[config.mk]
export PLATFORM = sky130hd
export DESIGN_NAME = serial_port_one_uart
export DESIGN_NICKNAME = d
export VERILOG_FILES = /design/src/uart1_pkg.sv /design/src/uart1_sync.sv /design/src/uart1_baud.sv /design/src/serial_port_one_uart.sv
export VERILOG_INCLUDE_DIRS = /design/src
export SDC_FILE = /design/constraint.sdc
export NUM_CORES = 1
export LEC_CHECK = 0
export ABC_AREA = 1
export BUFFER_PORTS_ARGS = -buffer_cell sky130_fd_sc_hd__buf_2
export CORE_ASPECT_RATIO = 1.25
export CORE_MARGIN = 8
export CORE_UTILIZATION = 35
export CTS_BUF_LIST = sky130_fd_sc_hd__clkbuf_4 sky130_fd_sc_hd__clkbuf_8
export DETAILED_ROUTE_END_ITERATION = 6
export PLACE_DENSITY = 0.59
export SETUP_SLACK_MARGIN = 0.1
export SYNTH_ARGS = -nofsm -noshare
export SYNTH_HDL_FRONTEND = slang
export SYNTH_SLANG_ARGS = --single-unit
[constraint.sdc]
create_clock -name mclk -period 2.6 [get_ports mclk]
set_input_delay 0.52 -clock mclk [delete_from_list [all_inputs] [get_ports mclk]]
set_output_delay 0.52 -clock mclk [all_outputs]
set_load 0.01 [all_outputs]
[src/uart1_cfg.svh]
// Offsets, field positions, reset values and tick counts of the serial port.
// Assumes byte addresses on a 32-bit Avalon-MM bus, one register per word.
`ifndef UART1_CFG_SVH
`define UART1_CFG_SVH
// ==========================================
// Register byte offsets
`define OFF_SCTL 8'hc0
`define OFF_AMASK 8'hc4
`define OFF_SADDR 8'hc8
`define OFF_PCTL 8'hcc
`define OFF_DATA 8'hd0
`define OFF_ISTAT 8'hd4
`define OFF_IMASK 8'hd8
// ==========================================
// Control register fields
`define B_SM0 7
`define B_SM1 6
`define B_SM2 5
`define B_REN 4
`define B_TB8 3
`define B_RB8 2
`define B_TI 1
`define B_RI 0
// Power control fields
`define B_SMOD 7
`define B_FESEL 6
// Interrupt status fields
`define B_IST_TX 0
`define B_IST_RX 1
`define B_IST_FE 2
// ==========================================
// Reset values
`define RST_SCTL 8'h00
`define RST_AMASK 8'h00
`define RST_SADDR 8'h00
`define RST_PCTL 8'h00
`define RST_IREG 3'h0
// ==========================================
// Tick counts (last value of each counter, and the mid-bit sample point)
`define M0_SLOW_LAST 4'h5
`define M0_FAST_LAST 4'h1
`define M2_SLOW_LAST 4'h3
`define M2_FAST_LAST 4'h1
`define T1_SLOW_LAST 4'h1
`define T1_FAST_LAST 4'h0
`define M0_BIT_LAST 4'h1
`define ASYNC_BIT_LAST 4'hf
`define MID_SAMPLE 4'h7
`endif

[src/uart1_pkg.sv]
// Types shared by the serial port modules.
// Assumes uart1_cfg.svh provides the numeric constants.
package uart1_pkg;
	// ==========================================
	// Types
	typedef logic [7:0] byte_t;
	typedef logic [1:0] mode_t;
	typedef enum logic {TX_IDLE, TX_RUN} tx_state_e;
	typedef enum logic [1:0] {RX_IDLE, RX_SYNC, RX_ASYNC} rx_state_e;
endpackage : uart1_pkg

[src/uart1_sync.sv]
// Three-stage input synchroniser with agreement filter.
// Assumes an idle-high serial line.
`timescale 1ns/1ps
module uart1_sync (
	input wire logic mclk, // System clock.
	input wire logic rstn, // Asynchronous reset, active low.
	input wire logic pin, // Raw pin level.
	output logic level // Filtered level.
);
	logic s1_r, s2_r, s3_r, level_r, level_nxt;
	// ==========================================
	// The output moves only once stages two and three agree.
	always_comb begin
		level_nxt = (s2_r == s3_r) ? s3_r : level_r;
	end
	// Registers of the synchroniser chain.
	always_ff @(posedge mclk or negedge rstn) begin
		if (!rstn) begin
			s1_r <= 1'b1;
			s2_r <= 1'b1;
			s3_r <= 1'b1;
			level_r <= 1'b1;
		end else begin
			s1_r <= pin;
			s2_r <= s1_r;
			s3_r <= s2_r;
			level_r <= level_nxt;
		end
	end
	assign level = level_r;
endmodule : uart1_sync

[src/uart1_baud.sv]
// Baud tick generator: half-bit ticks in mode 0, sixteen ticks a bit otherwise.
// Assumes the timer overflow is a one-cycle pulse on mclk.
`timescale 1ns/1ps
`include "uart1_cfg.svh"
module uart1_baud (
	input wire logic mclk, // System clock.
	input wire logic rstn, // Asynchronous reset, active low.
	input wire uart1_pkg::mode_t mode, // Operating mode.
	input wire logic fast, // Mode 0 divide by 4 select.
	input wire logic smod, // Rate doubling select.
	input wire logic t1_ovf, // Timer overflow pulse.
	output logic tick // One-cycle tick.
);
	import uart1_pkg::*;
	logic [3:0] cnt_r, cnt_nxt, last;
	logic tick_r, tick_nxt, inc;
	// ==========================================
	// Select divisor and count source.
	always_comb begin
		last = smod ? `M2_FAST_LAST : `M2_SLOW_LAST;
		inc = 1'b1;
		if (mode == 2'b00) begin
			last = fast ? `M0_FAST_LAST : `M0_SLOW_LAST;
		end else if (mode[0]) begin
			last = smod ? `T1_FAST_LAST : `T1_SLOW_LAST;
			inc = t1_ovf;
		end
		cnt_nxt = cnt_r;
		tick_nxt = 1'b0;
		if (inc) begin
			if (cnt_r >= last) begin
				cnt_nxt = 4'h0;
				tick_nxt = 1'b1;
			end else begin
				cnt_nxt = cnt_r + 4'h1;
			end
		end
	end
	// Divider registers.
	always_ff @(posedge mclk or negedge rstn) begin
		if (!rstn) begin
			cnt_r <= 4'h0;
			tick_r <= 1'b0;
		end else begin
			cnt_r <= cnt_nxt;
			tick_r <= tick_nxt;
		end
	end
	assign tick = tick_r;
endmodule : uart1_baud

[src/serial_port_one_uart.sv]
// Second serial port: four modes, ninth bit, address filter, framing error.
// Assumes an Avalon-MM master on mclk and a timer overflow pulse on mclk.
//
// What this block does
// - Compare address only where mask bit set.
// - All-zero mask accepts every address byte.
// - Control bit 7 is mode or error.
// - Invalid stop sets error flag until cleared.
// - Mode bits pick shift, 10-bit, 11-bit frames.
// - Multiprocessor modes 2/3 drop ninth-bit-zero bytes.
// - Multiprocessor mode 1 needs valid stop bit.
// - Mode 0 clock divides by 12 or 4.
// - Receive starts only while receive enable set; a frame under way completes.
// - Software ninth bit sent unchanged.
// - Received ninth bit holds bit9 or stop.
// - Transmit flag set per mode, software clears.
// - Variable rate comes from timer overflow only.
`timescale 1ns/1ps
`include "uart1_cfg.svh"
module serial_port_one_uart (
	input wire logic mclk, // System clock, 40 MHz.
	input wire logic rstn, // Asynchronous reset, active low.
	input wire logic [7:0] address, // Avalon byte address.
	input wire logic read, // Avalon read.
	input wire logic write, // Avalon write.
	input wire logic [31:0] writedata, // Avalon write data.
	input wire logic [3:0] byteenable, // Avalon byte enables.
	output logic [31:0] readdata, // Avalon read data.
	output logic waitrequest, // Avalon wait request.
	input wire logic t1_overflow, // Timer overflow pulse.
	input wire logic rxd_in, // Data pin level.
	output logic rxd_out, // Data pin drive value in mode 0.
	output logic rxd_oe_n, // Data pin enable, low drives.
	output logic txd, // Serial out or mode 0 clock.
	output logic irq // Interrupt, high active.
);
	import uart1_pkg::*;
	// Address decode shared by read and write paths.
	function automatic logic hit(input logic [7:0] a, input logic [7:0] off);
		hit = (a == off);
	endfunction : hit
	// Address filter: mask bits of zero are ignored.
	function automatic logic addr_match(input byte_t d, input byte_t sa, input byte_t m);
		addr_match = (((d ^ sa) & m) == 8'h00);
	endfunction : addr_match

	// ==========================================
	// Declarations
	logic wait_r, wait_nxt, do_wr;
	logic [31:0] rdata_r, rdata_nxt;
	byte_t rmux;
	logic sm0_r, sm1_r, sm2_r, ren_r, tb8_r, rb8_r, ti_r, ri_r, fe_r;
	logic sm0_nxt, sm1_nxt, sm2_nxt, ren_nxt, tb8_nxt, rb8_nxt, ti_nxt, ri_nxt, fe_nxt;
	byte_t amask_r, amask_nxt, saddr_r, saddr_nxt, rxbuf_r, rxbuf_nxt;
	logic smod_r, smod_nxt, fesel_r, fesel_nxt;
	logic [2:0] istat_r, istat_nxt, imask_r, imask_nxt;
	logic irq_r, irq_nxt;
	mode_t mode;
	logic tick, rx_lvl, rx_prev_r;
	tx_state_e tx_st_r, tx_st_nxt;
	logic [10:0] tx_sh_r, tx_sh_nxt;
	logic [3:0] tx_idx_r, tx_idx_nxt, tx_sub_r, tx_sub_nxt, tx_nb, bit_last;
	logic tx_evt;
	rx_state_e rx_st_r, rx_st_nxt;
	logic [8:0] rx_sh_r, rx_sh_nxt;
	logic [3:0] rx_idx_r, rx_idx_nxt, rx_sub_r, rx_sub_nxt;
	logic rx_evt, fe_evt, rx_load, rx_rb8;
	logic txd_r, txd_nxt, rdo_r, rdo_nxt, oen_r, oen_nxt;

	assign mode = {sm0_r, sm1_r};
	assign bit_last = (mode == 2'b00) ? `M0_BIT_LAST : `ASYNC_BIT_LAST;
	assign tx_nb = (mode == 2'b00) ? 4'd8 : ((mode == 2'b01) ? 4'd10 : 4'd11);

	// ==========================================
	// Submodules
	uart1_sync u_sync (
		.mclk(mclk),
		.rstn(rstn),
		.pin(rxd_in),
		.level(rx_lvl)
	);
	uart1_baud u_baud (
		.mclk(mclk),
		.rstn(rstn),
		.mode(mode),
		.fast(sm2_r),
		.smod(smod_r),
		.t1_ovf(t1_overflow),
		.tick(tick)
	);

	// ==========================================
	// Bus slave: one wait cycle, then the access completes.
	always_comb begin
		rmux = 8'h00;
		if (hit(address, `OFF_SCTL)) begin
			rmux = {fesel_r ? fe_r : sm0_r, sm1_r, sm2_r, ren_r, tb8_r, rb8_r, ti_r, ri_r};
		end else if (hit(address, `OFF_AMASK)) begin
			rmux = amask_r;
		end else if (hit(address, `OFF_SADDR)) begin
			rmux = saddr_r;
		end else if (hit(address, `OFF_PCTL)) begin
			rmux = {smod_r, fesel_r, 6'h00};
		end else if (hit(address, `OFF_DATA)) begin
			rmux = rxbuf_r;
		end else if (hit(address, `OFF_ISTAT)) begin
			rmux = {5'h00, istat_r};
		end else if (hit(address, `OFF_IMASK)) begin
			rmux = {5'h00, imask_r};
		end
		wait_nxt = 1'b1;
		rdata_nxt = rdata_r;
		if ((read || write) && wait_r) begin
			wait_nxt = 1'b0;
			rdata_nxt = {24'h000000, rmux};
		end
	end
	assign do_wr = write && !wait_r && byteenable[0];
	// Bus registers.
	always_ff @(posedge mclk or negedge rstn) begin
		if (!rstn) begin
			wait_r <= 1'b1;
			rdata_r <= 32'h00000000;
		end else begin
			wait_r <= wait_nxt;
			rdata_r <= rdata_nxt;
		end
	end

	// ==========================================
	// Control and status registers; hardware sets win over software clears.
	always_comb begin
		sm0_nxt = sm0_r;
		sm1_nxt = sm1_r;
		sm2_nxt = sm2_r;
		ren_nxt = ren_r;
		tb8_nxt = tb8_r;
		rb8_nxt = rb8_r;
		ti_nxt = ti_r;
		ri_nxt = ri_r;
		fe_nxt = fe_r;
		amask_nxt = amask_r;
		saddr_nxt = saddr_r;
		smod_nxt = smod_r;
		fesel_nxt = fesel_r;
		rxbuf_nxt = rxbuf_r;
		istat_nxt = istat_r;
		imask_nxt = imask_r;
		if (do_wr && hit(address, `OFF_SCTL)) begin
			if (fesel_r) begin
				fe_nxt = writedata[`B_SM0];
			end else begin
				sm0_nxt = writedata[`B_SM0];
			end
			sm1_nxt = writedata[`B_SM1];
			sm2_nxt = writedata[`B_SM2];
			ren_nxt = writedata[`B_REN];
			tb8_nxt = writedata[`B_TB8];
			rb8_nxt = writedata[`B_RB8];
			ti_nxt = writedata[`B_TI];
			ri_nxt = writedata[`B_RI];
		end
		if (do_wr && hit(address, `OFF_AMASK)) begin
			amask_nxt = writedata[7:0];
		end
		if (do_wr && hit(address, `OFF_SADDR)) begin
			saddr_nxt = writedata[7:0];
		end
		if (do_wr && hit(address, `OFF_PCTL)) begin
			smod_nxt = writedata[`B_SMOD];
			fesel_nxt = writedata[`B_FESEL];
		end
		if (do_wr && hit(address, `OFF_IMASK)) begin
			imask_nxt = writedata[2:0];
		end
		if (do_wr && hit(address, `OFF_ISTAT)) begin
			istat_nxt = istat_r & ~writedata[2:0];
		end
		if (tx_evt) begin
			ti_nxt = 1'b1;
			istat_nxt[`B_IST_TX] = 1'b1;
		end
		if (rx_load) begin
			rxbuf_nxt = rx_sh_r[7:0];
			rb8_nxt = rx_rb8;
		end
		if (rx_evt) begin
			ri_nxt = 1'b1;
			istat_nxt[`B_IST_RX] = 1'b1;
		end
		if (fe_evt) begin
			fe_nxt = 1'b1;
			istat_nxt[`B_IST_FE] = 1'b1;
		end
		irq_nxt = |(istat_nxt & imask_nxt);
	end
	// Control register storage.
	always_ff @(posedge mclk or negedge rstn) begin
		if (!rstn) begin
			{sm0_r, sm1_r, sm2_r, ren_r, tb8_r, rb8_r, ti_r, ri_r} <= `RST_SCTL;
			fe_r <= 1'b0;
			amask_r <= `RST_AMASK;
			saddr_r <= `RST_SADDR;
			{smod_r, fesel_r} <= 2'(`RST_PCTL >> 6);
			rxbuf_r <= 8'h00;
			istat_r <= `RST_IREG;
			imask_r <= `RST_IREG;
			irq_r <= 1'b0;
		end else begin
			{sm0_r, sm1_r, sm2_r, ren_r, tb8_r, rb8_r, ti_r, ri_r} <=
				{sm0_nxt, sm1_nxt, sm2_nxt, ren_nxt, tb8_nxt, rb8_nxt, ti_nxt, ri_nxt};
			fe_r <= fe_nxt;
			amask_r <= amask_nxt;
			saddr_r <= saddr_nxt;
			{smod_r, fesel_r} <= {smod_nxt, fesel_nxt};
			rxbuf_r <= rxbuf_nxt;
			istat_r <= istat_nxt;
			imask_r <= imask_nxt;
			irq_r <= irq_nxt;
		end
	end

	// ==========================================
	// Transmitter: a data write starts a frame, LSB first.
	always_comb begin
		tx_st_nxt = tx_st_r;
		tx_sh_nxt = tx_sh_r;
		tx_idx_nxt = tx_idx_r;
		tx_sub_nxt = tx_sub_r;
		tx_evt = 1'b0;
		case (tx_st_r)
			TX_IDLE: begin
				if (do_wr && hit(address, `OFF_DATA)) begin
					if (mode == 2'b00) begin
						tx_sh_nxt = {3'h7, writedata[7:0]};
					end else if (mode == 2'b01) begin
						tx_sh_nxt = {2'h3, writedata[7:0], 1'b0};
					end else begin
						tx_sh_nxt = {1'b1, tb8_r, writedata[7:0], 1'b0};
					end
					// Mode 0 holds its clock high until the divider ticks, so no half is cut short.
					tx_idx_nxt = (mode == 2'b00) ? 4'hf : 4'h0;
					tx_sub_nxt = 4'h0;
					tx_st_nxt = TX_RUN;
				end
			end
			TX_RUN: begin
				if (tick) begin
					if (tx_idx_r == 4'hf) begin
						tx_idx_nxt = 4'h0;
					end else if (tx_sub_r == bit_last) begin
						tx_sub_nxt = 4'h0;
						tx_sh_nxt = {1'b1, tx_sh_r[10:1]};
						tx_idx_nxt = tx_idx_r + 4'h1;
						// Mode 0 flags after bit 8; others at stop bit start.
						tx_evt = (tx_idx_r == tx_nb - ((mode == 2'b00) ? 4'd1 : 4'd2));
						if (tx_idx_r == tx_nb - 4'd1) begin
							tx_st_nxt = TX_IDLE;
						end
					end else begin
						tx_sub_nxt = tx_sub_r + 4'h1;
					end
				end
			end
			default: tx_st_nxt = TX_IDLE;
		endcase
	end
	// Transmitter registers.
	always_ff @(posedge mclk or negedge rstn) begin
		if (!rstn) begin
			tx_st_r <= TX_IDLE;
			tx_sh_r <= 11'h7ff;
			tx_idx_r <= 4'h0;
			tx_sub_r <= 4'h0;
		end else begin
			tx_st_r <= tx_st_nxt;
			tx_sh_r <= tx_sh_nxt;
			tx_idx_r <= tx_idx_nxt;
			tx_sub_r <= tx_sub_nxt;
		end
	end

	// ==========================================
	// Receiver: mode 0 shifts on its own clock, other modes oversample 16x.
	always_comb begin
		rx_st_nxt = rx_st_r;
		rx_sh_nxt = rx_sh_r;
		rx_idx_nxt = rx_idx_r;
		rx_sub_nxt = rx_sub_r;
		rx_evt = 1'b0;
		rx_load = 1'b0;
		fe_evt = 1'b0;
		rx_rb8 = rb8_r;
		case (rx_st_r)
			RX_IDLE: begin
				rx_idx_nxt = 4'h0;
				rx_sub_nxt = 4'h0;
				if (ren_r && tx_st_r == TX_IDLE && mode == 2'b00 && !ri_r) begin
					rx_st_nxt = RX_SYNC;
				end else if (ren_r && mode != 2'b00 && rx_prev_r && !rx_lvl) begin
					rx_st_nxt = RX_ASYNC;
				end
			end
			RX_SYNC: begin
				if (tick) begin
					rx_sub_nxt = rx_sub_r ^ 4'h1;
					if (rx_sub_r == 4'h0) begin
						rx_sh_nxt[rx_idx_r[2:0]] = rx_lvl;
					end else begin
						rx_idx_nxt = rx_idx_r + 4'h1;
						if (rx_idx_r == 4'd7) begin
							rx_load = 1'b1;
							rx_evt = 1'b1;
							rx_st_nxt = RX_IDLE;
						end
					end
				end
			end
			RX_ASYNC: begin
				if (tick) begin
					rx_sub_nxt = (rx_sub_r == `ASYNC_BIT_LAST) ? 4'h0 : rx_sub_r + 4'h1;
					if (rx_sub_r == `MID_SAMPLE) begin
						rx_idx_nxt = rx_idx_r + 4'h1;
						if (rx_idx_r == 4'h0) begin
							if (rx_lvl) begin
								rx_st_nxt = RX_IDLE; // False start.
							end
						end else if (rx_idx_r != tx_nb - 4'd1) begin
							rx_sh_nxt[rx_idx_r - 4'd1] = rx_lvl;
						end else begin
							rx_st_nxt = RX_IDLE;
							fe_evt = !rx_lvl;
							if (mode == 2'b01) begin
								rx_rb8 = rx_lvl;
								rx_load = !ri_r && (!sm2_r || rx_lvl);
							end else begin
								rx_rb8 = rx_sh_r[8];
								rx_load = !ri_r && (!sm2_r || (rx_sh_r[8] &&
									addr_match(rx_sh_r[7:0], saddr_r, amask_r)));
							end
							rx_evt = rx_load;
						end
					end
				end
			end
			default: rx_st_nxt = RX_IDLE;
		endcase
	end
	// Receiver registers.
	always_ff @(posedge mclk or negedge rstn) begin
		if (!rstn) begin
			rx_st_r <= RX_IDLE;
			rx_sh_r <= 9'h000;
			rx_idx_r <= 4'h0;
			rx_sub_r <= 4'h0;
			rx_prev_r <= 1'b1;
		end else begin
			rx_st_r <= rx_st_nxt;
			rx_sh_r <= rx_sh_nxt;
			rx_idx_r <= rx_idx_nxt;
			rx_sub_r <= rx_sub_nxt;
			rx_prev_r <= rx_lvl;
		end
	end

	// ==========================================
	// Pin drive: mode 0 puts the shift clock on txd and, while sending, data on the data pin.
	always_comb begin
		txd_nxt = 1'b1;
		rdo_nxt = 1'b1;
		oen_nxt = 1'b1;
		if (tx_st_nxt == TX_RUN) begin
			if (mode == 2'b00) begin
				txd_nxt = tx_sub_nxt[0] | (tx_idx_nxt == 4'hf);
				rdo_nxt = tx_sh_nxt[0];
				oen_nxt = 1'b0;
			end else begin
				txd_nxt = tx_sh_nxt[0];
			end
		end else if (rx_st_nxt == RX_SYNC) begin
			txd_nxt = rx_sub_nxt[0];
		end
	end
	// Pin registers.
	always_ff @(posedge mclk or negedge rstn) begin
		if (!rstn) begin
			txd_r <= 1'b1;
			rdo_r <= 1'b1;
			oen_r <= 1'b1;
		end else begin
			txd_r <= txd_nxt;
			rdo_r <= rdo_nxt;
			oen_r <= oen_nxt;
		end
	end

	assign readdata = rdata_r;
	assign waitrequest = wait_r;
	assign irq = irq_r;
	assign txd = txd_r;
	assign rxd_out = rdo_r;
	assign rxd_oe_n = oen_r;
endmodule : serial_port_one_uart

* Word-level counts from Yosys, hierarchy flattened
Cells that the tools add are included.
** Storage, ports and cells
- Memory bits (writable) :: 0
- Flip-flop bits (word level) :: 103
- Memory bits (read-only) :: 0
- Memories kept :: 0
- Latch bits :: 0
- Output and inout port bits :: 37
- Bits of input ports :: 50
** Operators by class
- Shifts and indexed selects :: 0
- Bitwise operators :: 10
- Div/mod/pow operators :: 0
- Eq/ne operators :: 37
- Add/sub/neg operators :: 8
- Order comparisons :: 5
- Mux-type cells :: 125
- Multiply operators :: 0
- Reduce and logical (&&, ||, !) cells :: 50
** Operators by type and width (count)
- two-way mux 4 bit :: 19
- two-way mux 1 bit :: 58
- equality test 8 bit (second input constant) :: 7
- two-way mux 9 bit :: 6
- two-way mux 11 bit :: 4
- two-way mux 8 bit :: 5
- two-way mux 2 bit :: 13
- case mux 4 bit (3 select lines) :: 2
- case mux 11 bit (2 select lines) :: 1
- logical AND 1 bit :: 21
- adder 4 x 1 -> 4 bit (second input constant) :: 5
- two-way mux 10 bit :: 2
- bitwise mux 9 bit :: 2
- != test 2 bit (second input constant) :: 9
- case mux 9 bit (2 select lines) :: 1
- case mux 4 bit (2 select lines) :: 2
- two-way mux 3 bit :: 5
- != test 2 x 1 -> 1 bit (second input constant) :: 7
- nonzero test 2 bit :: 7
- equality test 4 bit :: 3
- equality test 4 bit (second input constant) :: 3
- AND 8 bit :: 1
- equality test 4 x 3 -> 1 bit (second input constant) :: 2
- zero test 4 bit :: 2
- 32 further kinds :: 48

* Logic depth before layout (Yosys ltp)
- Depth in word-level cells :: 15
- Gate-level depth with buffers :: 15
- Mapped depth without buffers :: 14

* Hierarchy
Synthesis repeated with hierarchy kept, for this count alone.
** Unflattened totals
- Cell total of the unflattened synthesis :: 783
- Area, all modules :: 6135.9 um^2
** Modules (own cells, without submodules)
- serial_port_one_uart :: area an instance 5677.9 um^2, cells each 731, sequential area each 2372.3 um^2, times used 1
- uart1_baud :: area an instance 336.6 um^2, cells each 44, sequential area each 125.1 um^2, times used 1
- uart1_sync :: area an instance 121.4 um^2, cells each 8, sequential area each 105.1 um^2, times used 1

* Worst setup path after synthesis
No wires, ideal clock.
- Kind :: input to register
- Start :: input address[6]
- End :: register txd_r, in the netlist txd
- Setup time :: 60 ps
- Data required time :: 2540 ps
- Setup slack :: 784 ps
- Stages :: 12
- Buffers on the path :: 0
- Arrival time :: 1756 ps
- Cell sequence :: nand2_1 -> nor2_2 -> nand4_2 -> nor2_1 -> inv_2 -> nand2_1 -> nor2_1 -> nor2_1 -> nand3_1 -> nand2_1 -> nand3_1 -> nand2_1
** On the way
- Word-level cells in the longest chain between the ends :: 8
** RTL lines
- start: declaration :: line serial_port_one_uart.sv:23 : input wire logic [7:0] address,
- equality test 8 bit * :: line serial_port_one_uart.sv:40 : hit = (a == off);
- logical AND 1 bit * :: line serial_port_one_uart.sv:233 : if (do_wr && hit(address, `OFF_DATA)) begin
- two-way mux 4 bit :: line serial_port_one_uart.sv:233
- case mux 4 bit (2 select lines) :: line serial_port_one_uart.sv:231 : case (tx_st_r)
- equality test 4 bit :: line serial_port_one_uart.sv:374 : txd_nxt = tx_sub_nxt[0] | (tx_idx_nxt == 4'hf);
- bitwise OR 1 bit :: line serial_port_one_uart.sv:374
- two-way mux 1 bit :: line serial_port_one_uart.sv:373 : if (mode == 2'b00) begin
- two-way mux 1 bit * :: line serial_port_one_uart.sv:372 : if (tx_st_nxt == TX_RUN) begin
- net txd_nxt :: line serial_port_one_uart.sv:68 : logic txd_r, txd_nxt, rdo_r, rdo_nxt, oen_r, oen_nxt;
- end signal: assignment :: line serial_port_one_uart.sv:391 : txd_r <= txd_nxt;
- end: declaration :: line serial_port_one_uart.sv:68
Mark *: on every way through the listed nets, which the timed path passes. The rest lies on a longest branch. The select of a mux whose other input is x is not followed.
A chain may end at the register's enable or synchronous reset.

* Worst setup path in the final report
- Start :: register sm0_r
- End :: register tx_sh_r[5]
** On the way
- Word-level cells in the longest chain between the ends :: 5
** RTL lines
- start: declaration :: line serial_port_one_uart.sv:52 : logic sm0_r, sm1_r, sm2_r, ren_r, tb8_r, rb8_r, ti_r, ri_r, fe_r;
- start signal: assignment :: line serial_port_one_uart.sv:200 : {sm0_r, sm1_r, sm2_r, ren_r, tb8_r, rb8_r, ti_r, ri_r} <= `RST_SCTL;
- start signal: assignment :: line serial_port_one_uart.sv:210 : {sm0_r, sm1_r, sm2_r, ren_r, tb8_r, rb8_r, ti_r, ri_r} <=
- zero test 2 bit * :: line serial_port_one_uart.sv:71, serial_port_one_uart.sv:234
- two-way mux 4 bit (no source line)
- equality test 4 bit :: line serial_port_one_uart.sv:251 : end else if (tx_sub_r == bit_last) begin
- != test 2 x 1 -> 1 bit (no source line)
- AND reduction 4 bit (no source line)
- end signal: assignment :: line serial_port_one_uart.sv:277 : tx_sh_r <= tx_sh_nxt;
- end: declaration :: line serial_port_one_uart.sv:61 : logic [10:0] tx_sh_r, tx_sh_nxt;
Every way passes the cells marked *; elsewhere a longest branch is shown, timed or not. The select of a mux whose other input is x is not followed.

==> results.md <==
* Cell breakdown of the critical path: nor2_2 > nand3_1 > nand2_2 > nand2_4 > nor2_8 > inv_2 > nand2_1 > inv_2 > a221o_1
* Detailed-route via count at 4,878
* GR Util All Layers at ~14%
* Vias in the first global route at roughly 4,900
* Met3 Usage GRT at 2.56%
* Arr. time, crit path at 2.39 ns
* # fillers at between 1,500 and 2,000
* Final ANT Viol Nets at 0
* Max Freq at around 480 MHz
* Relative slew slack at between 50% and 60%
* Fin nets at 868
* First-pass GRT wire length at 24.8 mm
* Layout cells sized above 1 at 15.2%
* Post-CTS Setup Repair Bufs at 0
* Critical path endpoint category: flop
* FP Rows at 53
* TritonRoute pass-1 iters at 5
* Register bit total from synthesis at 103
* Max Slew Vio Count at 0
* Fin Setup TNS at 0 ns
* Chip Height at 161 um
* Final setup vio count at 0
* Initial antenna violation count at 0
* FFs w/ async S/R, synth at 100%
* Synth top area share at 35.5%
* Width of the chip at 132 um
* Remaining DRCs at 0
* Max_cap viols at 0
* Die ar. at 0.0211 mm2
* Startpoint Class: flop
* VDD IR-drop max at 0.229 mV
* Critical path class: flop to flop
* PostCTS Resize Cnt at 0
* Yosys top cell by area: dfrtp_1
* Ant diodes at 0
* Worst-Skew Late Latency at 0.38 ns
* Mean Syn Cell Area at 7.83 um2
* Synth unique cells at 54
* Pwr dens at 657 mW/mm2
* Worst min path class: input pin to async pin
* Num Clock Sinks at about 100
* Synth Flop Type: dfrtp_1
* H-tree level count at 3
* Initial Utilization at 35.3%
* Pleak at 3.16 nW
* Hold-fix buffers, CTS at 0
* Detailed placement HPWL at about 11 mm
* Max Root-Sink Buffers at 2
* CP max FO at 10
* Port buffer count at 35
* Cells after Synth at 747
* Global placer's final weighted congestion at 0.897
* Wire per inst at 14.2 um
* CP Data Required Time at 2.90 ns
* Post-synthesis sequential area ratio at 44.5%
* Final hold vios at 0
* Clk root buf: clkbuf_8
* Mapped Area at 0.00585 mm2
* GRT busiest layer: met2
* Minimum clock period at between 2 and 2.5 ns
* GR Overflow Total at 0
* Hold WS at 0.137 ns
* Yosys warns at 0
* EDFF count, synth at 0
* Max incr delay on CP at 0.55 ns
* Pin count of the biggest net entering global routing at 43
* Final worst-path cycle share at 80.2%
* Met2 GRT Util at between 20% and 30%
* GR Layer Usage met1 at 17.5%
* Clock slew at reported path FFs at 0.10 ns
* R2R depth at 9
* CTS tree: built
* Area Growth Syn to Fin at 10.9%
* Worst slew pin tran at 0.637 ns
* TritonCTS Buffers at 9
* Via/cell ratio at 4.76
* Status: completed
* WL final at 14.6 mm
* RSZ-0062 raised after global routing: no
* Slowest CP cell: dfrtp_1
* DR iter-0 viols at 282
* Core Region at 0.0166 mm2
* Cell with the most instances on the worst path: inv_2
* Synth area leaders: dfrtp_1 (35%), nand2_1 (12%), dfstp_2 (9.0%)
* IO Pins at 87
* Clk_skew at 0.0187 ns
## flip-flops by register name, summed over array words and instances (netlist names), 2 cells and up
name,count
tx_sh_r,11
tx_idx_r,4
rx_sh_r,9
saddr_r,8
rx_idx_r,4
imask_r,3
tx_sub_r,4
rx_st_r,2
rx_sub_r,4
u_baud.cnt_r,4
istat_r,3
rxbuf_r,8
amask_r,8
readdata,8
## where the power goes
part	leakage, nW	internal, W	switching, W	total [W]
registers	1.30	0.00187	0.000209	0.00208
logic	1.77	0.000452	0.000780	0.00123
clock network	0.0981	0.000416	0.000538	0.000954
total	3.16	0.00274	0.00153	0.00427
## final cells by class
type | count | area [um2] | share of cell area (%)
clock buffer | 14 | 168 | 2.58
sequential | 103 | 2600 | 40.1
timing repair buffer | 56 | 348 | 5.36
inverter | 95 | 357 | 5.49
clock inverter | 2 | 10.0 | 0.154
tap | 220 | 275 | 4.24
multi-input combinational | 535 | 2730 | 42.1
## cells by family after synthesis
group / synth area share, %
flip-flops: 44.5
AO/OA/AOI/OAI: 13.6
XOR/XNOR: 1.20
multiplexers: 0.363
AND/OR/NAND/NOR: 25.9
buffers and inverters: 10.3
adder cells (fa/ha/maj): 4.02
other: 0.0641
## Yosys cell counts, types with 2 or more instances
cell type	instances
nand3_1	50
ha_1	18
o21ai_1	13
o211ai_1	5
nor2_4	2
buf_6	2
nand3_2	2
nand4_2	2
nor2_1	62
nor3_1	4
o21ai_0	61
nand2_1	189
a41oi_1	2
xor2_1	5
buf_4	24
a221o_1	6
a211oi_1	2
inv_2	8
nand4_1	12
inv_1	84
or2_2	2
xnor2_1	3
nand2_2	5
dfrtp_1	83
o22ai_1	11
dfstp_2	20
buf_2	4
o2111ai_1	3
nor3_2	2
clkinv_1	3
a21oi_1	25
nor2_2	5
clkbuf_1	7
## worst paths after layout
path / from / to / slack, ns
worst max-delay path: sm0_r / tx_sh_r[5] / 0.51
worst min-delay path: rstn / readdata[2] / 0.14
worst max register to register: sm0_r / tx_sh_r[5] / 0.51
worst min register to register: u_sync.s1_r / u_sync.s2_r / 0.36
max in group asynchronous: rstn / rxd_oe_n / 1.76
min in group mclk: rxd_in / u_sync.s1_r / 0.25
## placed cells by master (no fill, tap or decap), types with 6 or more instances in the layout
master	n
clkbuf_8	10
conb_1	24
a221o_1	6
nand3_1	50
dfrtp_1	83
inv_1	84
buf_4	21
o22ai_1	11
buf_2	34
o21ai_1	13
ha_1	18
o21ai_0	61
nand4_1	12
inv_2	8
nand2_1	189
nor2_1	62
dfstp_2	20
a21oi_1	25
## stage by stage
stage	total power, W	instance area (um2)	util [%]	setup WS [ns]	cells
after CTS	0.00431	6490	39.1	0.506	1025
after floorplan	0.00299	5940	-	0.784	770
after global routing	0.00461	6490	39.1	0.341	1025
after detailed placement	0.00335	6310	38.1	0.364	1009
final	0.00427	6490	39.1	0.514	1025
after global placement	0.00333	6310	38.1	0.388	1009
## metal layers
| metal | vias to the layer above | wire [um] | part of all wire [%] |
|---|---|---|---|
| li1 | 2502 | - | - |
| met1 | 2265 | 6560 | 45 |
| met2 | 85 | 7120 | 49 |
| met3 | 26 | 459 | 3.2 |
| met4 | 0 | 427 | 2.9 |
| met5 | - | 0 | 0 |
## critical path, delay by kind of cell, from the launching register on
family | cells | cell delay [ns]
simple gates | 6 | 1.00
buf+inv | 2 | 0.15
compound gates | 1 | 0.30
flops | 1 | 0.55
Note: power is estimated with default switching activity, not from simulation.
